**src/core/dbpm_map.vh**
```
// Constants for the drop bus parity and frame pulse pin mux
`ifndef DBPM_MAP_VH
`define DBPM_MAP_VH
`define DBPM_CTRL_ADDR 16'h013B
`define DBPM_CTRL_RESET 8'h00
`define DBPM_CTRL_ODD_BIT 0
`define DBPM_CTRL_WIDE_BIT 1
`define DBPM_CTRL_EN_LSB 4
`define DBPM_LANES 4
`define DBPM_MODE_DS3E3 1'b0
`define DBPM_MODE_STS1 1'b1
`endif

```
**src/core/dbpm_lane.v**
```verilog
// One drop lane: phase marker, payload indicator and parity
`default_nettype none
module dbpm_lane (
  // Clock and reset
  input wire sys_clk,
  input wire srst,
  // Lane timing and data
  input wire drop_clock_rise,
  input wire [7:0] lane_data,
  input wire lane_toh,
  input wire lane_c1,
  input wire lane_j1,
  // Parity setting
  input wire parity_odd,
  input wire parity_wide,
  // Bus outputs
  output reg [7:0] drop_data_bus,
  output reg drop_payload_indicator,
  output reg phase_marker,
  output reg parity
);
  wire next_payload;
  wire next_marker;
  wire data_par;
  wire next_parity;

  assign next_payload = ~lane_toh;
  // C1 only in overhead, J1 only in payload
  assign next_marker = (lane_c1 & lane_toh) | (lane_j1 & ~lane_toh);
  assign data_par = ^lane_data;
  // Same-cycle coverage of byte and indicators
  assign next_parity = data_par ^ parity_odd ^
    (parity_wide & (next_payload ^ next_marker));

  always @(posedge sys_clk) begin
    if (srst) begin
      drop_data_bus <= 8'h00;
      drop_payload_indicator <= 1'b0;
      phase_marker <= 1'b0;
      parity <= 1'b0;
    end else if (drop_clock_rise) begin
      drop_data_bus <= lane_data;
      drop_payload_indicator <= next_payload;
      phase_marker <= next_marker;
      parity <= next_parity;
    end
  end
endmodule
`default_nettype wire

```
**src/core/dbpm_top.v**
```verilog
// Drop bus parity and frame pulse pin mux, top level
// What this block does
// - A shared pin carries its bus function if its lane is on, else a pulse.
// - Parity covers the eight drop data bits, even or odd as configured.
// - Wide parity also covers the payload indicator and phase marker states.
// - With the lane off, channel mode picks egress or STS-1 frame pulse.
// - The egress pulse is high one line bit period on the first frame bit.
// - The STS-1 pulse is high one bit period on the very first frame bit.
// - Phase marker pins of lanes 0 to 3 carry channels 8 to 11 pulses.
// - Parity pin of lane 0 carries channel 4 pulse when lane 0 is off.
// - Payload indicator is low on overhead bytes and high otherwise.
// - Phase marker pulses one drop clock on C1 (overhead) and J1 (payload).
`default_nettype none
`include "dbpm_map.vh"
module dbpm_top (
  // Clock and reset
  input wire sys_clk,
  input wire srst,
  // Register port
  input wire [15:0] reg_addr,
  input wire [7:0] reg_wdata,
  input wire reg_wr,
  output reg [7:0] reg_rdata,
  // Drop clock pin and lane sources
  input wire drop_clock,
  input wire [31:0] lane_data,
  input wire [3:0] lane_toh,
  input wire [3:0] lane_c1,
  input wire [3:0] lane_j1,
  output wire [31:0] drop_data_bus,
  output wire [3:0] drop_payload_indicator,
  // Channel 4 and 8 to 11 line side, index 0 is channel 4
  input wire [4:0] line_bit_clock,
  input wire [4:0] frame_first_bit,
  input wire [4:0] chan_mode,
  // Shared pins
  output wire [3:0] drop_phase_marker_out,
  output wire drop_parity_out,
  // Frame pulses seen separately
  output wire [4:0] egress_frame_pulse_out,
  output wire [4:0] tx_overhead_frame_pulse_out
);
  reg [7:0] drop_bus_control;
  reg [1:0] dclk_sync;
  reg dclk_last;
  wire dclk_rise;
  wire [3:0] lane_en;
  wire [3:0] marker;
  wire [3:0] par;
  reg [4:0] lclk_s1;
  reg [4:0] lclk_s2;
  reg [4:0] lclk_last;
  reg [4:0] ffb_s1;
  reg [4:0] ffb_s2;
  reg [4:0] frame_pulse;
  reg [31:0] lane_data_s1;
  reg [31:0] lane_data_s2;
  reg [3:0] lane_toh_s1;
  reg [3:0] lane_toh_s2;
  reg [3:0] lane_c1_s1;
  reg [3:0] lane_c1_s2;
  reg [3:0] lane_j1_s1;
  reg [3:0] lane_j1_s2;

  // Register port, single control register
  always @(posedge sys_clk) begin
    if (srst)
      drop_bus_control <= `DBPM_CTRL_RESET;
    else if (reg_wr && reg_addr == `DBPM_CTRL_ADDR)
      drop_bus_control <= reg_wdata;
  end

  always @(posedge sys_clk) begin
    if (srst)
      reg_rdata <= 8'h00;
    else if (reg_addr == `DBPM_CTRL_ADDR)
      reg_rdata <= drop_bus_control;
    else
      reg_rdata <= 8'h00;
  end

  assign lane_en = drop_bus_control[`DBPM_CTRL_EN_LSB +: `DBPM_LANES];

  // Drop clock edge finder
  always @(posedge sys_clk) begin
    if (srst) begin
      dclk_sync <= 2'b00;
      dclk_last <= 1'b0;
    end else begin
      dclk_sync <= {dclk_sync[0], drop_clock};
      dclk_last <= dclk_sync[1];
    end
  end
  assign dclk_rise = dclk_sync[1] & ~dclk_last;

  // Lane sources through two flops, steady long before the load edge
  always @(posedge sys_clk) begin
    if (srst) begin
      lane_data_s1 <= 32'h00000000;
      lane_data_s2 <= 32'h00000000;
      lane_toh_s1 <= 4'h0;
      lane_toh_s2 <= 4'h0;
      lane_c1_s1 <= 4'h0;
      lane_c1_s2 <= 4'h0;
      lane_j1_s1 <= 4'h0;
      lane_j1_s2 <= 4'h0;
    end else begin
      lane_data_s1 <= lane_data;
      lane_data_s2 <= lane_data_s1;
      lane_toh_s1 <= lane_toh;
      lane_toh_s2 <= lane_toh_s1;
      lane_c1_s1 <= lane_c1;
      lane_c1_s2 <= lane_c1_s1;
      lane_j1_s1 <= lane_j1;
      lane_j1_s2 <= lane_j1_s1;
    end
  end

  genvar g;
  generate
    for (g = 0; g < `DBPM_LANES; g = g + 1) begin : lane
      dbpm_lane u_lane (
        .sys_clk(sys_clk),
        .srst(srst),
        .drop_clock_rise(dclk_rise),
        .lane_data(lane_data_s2[8*g +: 8]),
        .lane_toh(lane_toh_s2[g]),
        .lane_c1(lane_c1_s2[g]),
        .lane_j1(lane_j1_s2[g]),
        .parity_odd(drop_bus_control[`DBPM_CTRL_ODD_BIT]),
        .parity_wide(drop_bus_control[`DBPM_CTRL_WIDE_BIT]),
        .drop_data_bus(drop_data_bus[8*g +: 8]),
        .drop_payload_indicator(drop_payload_indicator[g]),
        .phase_marker(marker[g]),
        .parity(par[g])
      );
    end
  endgenerate

  // Line side: a pulse one line bit period long on the first frame bit
  always @(posedge sys_clk) begin
    if (srst) begin
      lclk_s1 <= 5'h00;
      lclk_s2 <= 5'h00;
      lclk_last <= 5'h00;
      ffb_s1 <= 5'h00;
      ffb_s2 <= 5'h00;
      frame_pulse <= 5'h00;
    end else begin
      lclk_s1 <= line_bit_clock;
      lclk_s2 <= lclk_s1;
      lclk_last <= lclk_s2;
      ffb_s1 <= frame_first_bit;
      ffb_s2 <= ffb_s1;
      // Updated once per line bit, so it stands one bit period
      frame_pulse <= (frame_pulse & ~(lclk_s2 & ~lclk_last)) |
        (ffb_s2 & lclk_s2 & ~lclk_last);
    end
  end

  generate
    for (g = 0; g < 5; g = g + 1) begin : chan
      assign egress_frame_pulse_out[g] =
        frame_pulse[g] & (chan_mode[g] == `DBPM_MODE_DS3E3);
      assign tx_overhead_frame_pulse_out[g] =
        frame_pulse[g] & (chan_mode[g] == `DBPM_MODE_STS1);
    end
    for (g = 0; g < `DBPM_LANES; g = g + 1) begin : pin
      assign drop_phase_marker_out[g] =
        lane_en[g] ? marker[g] : frame_pulse[g + 1];
    end
  endgenerate

  assign drop_parity_out = lane_en[0] ? par[0] : frame_pulse[0];
endmodule
`default_nettype wire

```
**config.mk**
```make
export PLATFORM = sky130hd
export DESIGN_NAME = dbpm_top
export DESIGN_NICKNAME = d
export VERILOG_FILES = /design/src/core/dbpm_lane.v /design/src/core/dbpm_top.v
export VERILOG_INCLUDE_DIRS = /design/src /design/src/core
export SDC_FILE = /design/constraint.sdc
export NUM_CORES = 1
export LEC_CHECK = 0
export BUFFER_PORTS_ARGS = -buffer_cell sky130_fd_sc_hd__buf_2
export CAP_MARGIN = 20
export CORE_MARGIN = 2
export CORE_UTILIZATION = 55
export CTS_CLUSTER_DIAMETER = 50
export DETAILED_ROUTE_END_ITERATION = 7
export GPL_TIMING_DRIVEN = 0
export MAX_ROUTING_LAYER = met4
export PLACE_DENSITY_LB_ADDON = 0.25
export SETUP_SLACK_MARGIN = 0.2
export SYNTH_ARGS = -nofsm -noshare
export SYNTH_HDL_FRONTEND = slang
export SYNTH_HIERARCHICAL = 1
export SYNTH_SLANG_ARGS = --single-unit
```
**constraint.sdc**
```tcl
create_clock -name sys_clk -period 3.85 [get_ports sys_clk]
set_input_delay 0.385 -clock sys_clk [delete_from_list [all_inputs] [get_ports sys_clk]]
set_output_delay 0.385 -clock sys_clk [all_outputs]
set_load 0.03 [all_outputs]
```
==> results.cfg <==
[cts]
cts_num_sinks = 178
h-tree-depth = 4
cts_resized = 0
cts_root_buf = clkbuf_8
cts.path.max_buffers = 2
clock_latency_ns = 0.53
postCtsHoldBufs = 0
clk_pin_slew_ns = 0.07
cts_buffers = 17
cts_tree = yes
cts_setup_buffers = 0

[grt]
grt-ovfl-total = 0
grt.busiest_layer = met2
first_global_vias = 3655
track_usage = 0.208
grt_pass1_wl_um = 17200
grt.met2_usage = 0.346
grt_antenna_before_repair = 0
grt_util_met1 = 0.239
use_met3 = 0.0661
grt_max_degree = 17

[floorplan]
die_width_um = 105
rows = 36
initial_core_util = 0.569
fp.coreArea_um2 = 9820
die_area_um2 = 11000
dieHeight_um = 105
ios = 146

[detailed_routing]
drcViolationCount = 0
drt_iter0_drc = 92
vias_per_cell = 4.71
drt_wl_total_um = 10600
drt-wirelength-per-cell_um = 13.2
drtPass1Iterations = 4
drtAntennaViolNets = 0
vias = 3786

[worst_setup_path]
max_stage_delay_ns = 0.52
arrival_ns = 2.39
cp-end-kind = flop
cp-start-kind = flop
path_cells = nor2b_1 -> clkbuf_1 -> buf_1 -> mux2i_1 -> nor2_1
critical_path_buf_inv_count = 2
required_ns = 4.24
cp_slowest_cell = buf_1
crit_family = buffers and inverters
r2r_start = dclk_sync[1]
startpoint = dclk_sync[1]
crit_path_max_fanout = 10
critPathKind = reg2reg

[placement]
place_worst_setup_slack_ns = 1.85
place.gp.congestion = 0.781
dp_hpwl_um = 7710
numPortBuffers = 144

[min_path]
hp-class = in2reg
worstHoldStart = lane_data[29]

[sta]
fmax_mhz = 501
setup_ws_ns = 1.86
worst_pin_slew_ns = 0.606
tns_ns = 0
finalClockSkew_ns = 0.00640
whs_ns = 0.0612
setup_violations = 0
max-slew-margin-rel = 0.596
layout_min_cycle_time_ns = 1.99
min_period_over_period = 0.518
rsz0062_at_grt = false
drv_slew = 0
hold_viol_final = 0

[synthesis]
synth_fp_nets = 582
avgSynthCellArea_um2 = 11.3
syn_inst = 495
yosys_warnings = 6
syn_area_um2 = 5590

[final_layout]
layout-drive-gt1-share = 0.267
diodes = 0
fin_nets = 745
synthToLayoutAreaGrowth_pct = 26.2

[power]
leakagePower_nw = 3.08
ir_drop_mv = 0.362
powerDensity_nw_per_um2 = 535
total_power_mw = 3.77

[status]
status = completed

[job]
maxCapViolCount = 0
report_power, final:
| group | switching, mW | total, mW | internal, mW |
|---|---|---|---|
| logic | 0.0992 | 0.198 | 0.0991 |
| clock network | 0.683 | 1.64 | 0.959 |
| registers | 0.0203 | 1.93 | 1.91 |
through the flow:
stage,cell area [µm²],instances,util
after global placement,6470,772,0.659
after floorplan,5590,495,-
final,7050,803,0.718
after global routing,7050,803,0.718
after CTS,7050,803,0.718
after detailed placement,6470,772,0.659
layer usage:
metal  routed length [µm]  vias to the layer above  share of wire
met5                    0                        -              0
met1                 4600                     1755           0.43
met3                  640                       15          0.060
met4                  131                        0          0.012
met2                 5270                      108           0.50
li1                     -                     1908              -
worst register-to-register path, stage by stage (launching register included):
cell and delay, ns:
dfxtp_1 0.33, nor2b_1 0.34, clkbuf_1 0.35, buf_1 0.52, mux2i_1 0.27, nor2_1 0.06
cells in the final DEF (no fill, tap or decap):
master and instances:
a21oi_1 12, a211oi_2 1, nor2b_1 126, inv_1 5
nand2b_1 1, clkbuf_8 3, buf_1 4, xnor2_1 1
clkbuf_1 24, a211oi_1 8, bufinv_16 2, nor4b_2 1
mux2i_1 37, and4bb_1 1, clkinv_2 1, buf_6 1
mux2_1 5, nand3_1 8, dfxtp_1 178, clkbuf_16 16
buf_2 144, and2b_4 1, o21ai_0 9, nor4_2 1
and2_1 17, nor2_1 47, and4b_1 1, clkinvlp_4 5
xor2_1 2, xnor3_1 3, inv_6 3, and4_1 1
nand4_1 1
state kept, by name (all words and copies together), names as in the netlist, 5 cells and up:
signal                     count
reg_rdata                      8
lclk_s2                        5
lane_data_s1                  32
ffb_s1                         5
drop_bus_control               8
lane_data_s2                  32
ffb_s2                         5
frame_pulse                    5
lclk_s1                        5
lclk_last                      5
lane.u_lane/drop_data_bus     32
area by class of cell:
| cell class | instances | area (µm²) |
|---|---|---|
| inverter | 5 | 18.8 |
| fill | 764 | 2770 |
| clock buffer | 20 | 445 |
| sequential | 178 | 3560 |
| multi-input combinational | 284 | 1890 |
| tap | 133 | 166 |
| timing repair buffer | 144 | 721 |
| clock inverter | 11 | 129 |
| buffer | 28 | 113 |
worst paths after layout:
path                                      to  slack, ns  cells after the start
min reg2reg                       lclk_s2[2]       0.43                      1
max reg2reg  lane[0].u_lane/drop_data_bus[1]       1.86                      5
min                         lane_data_s1[29]       0.06                      2
max          lane[0].u_lane/drop_data_bus[1]       1.86                      5
Power figures use the tool's default switching activity.
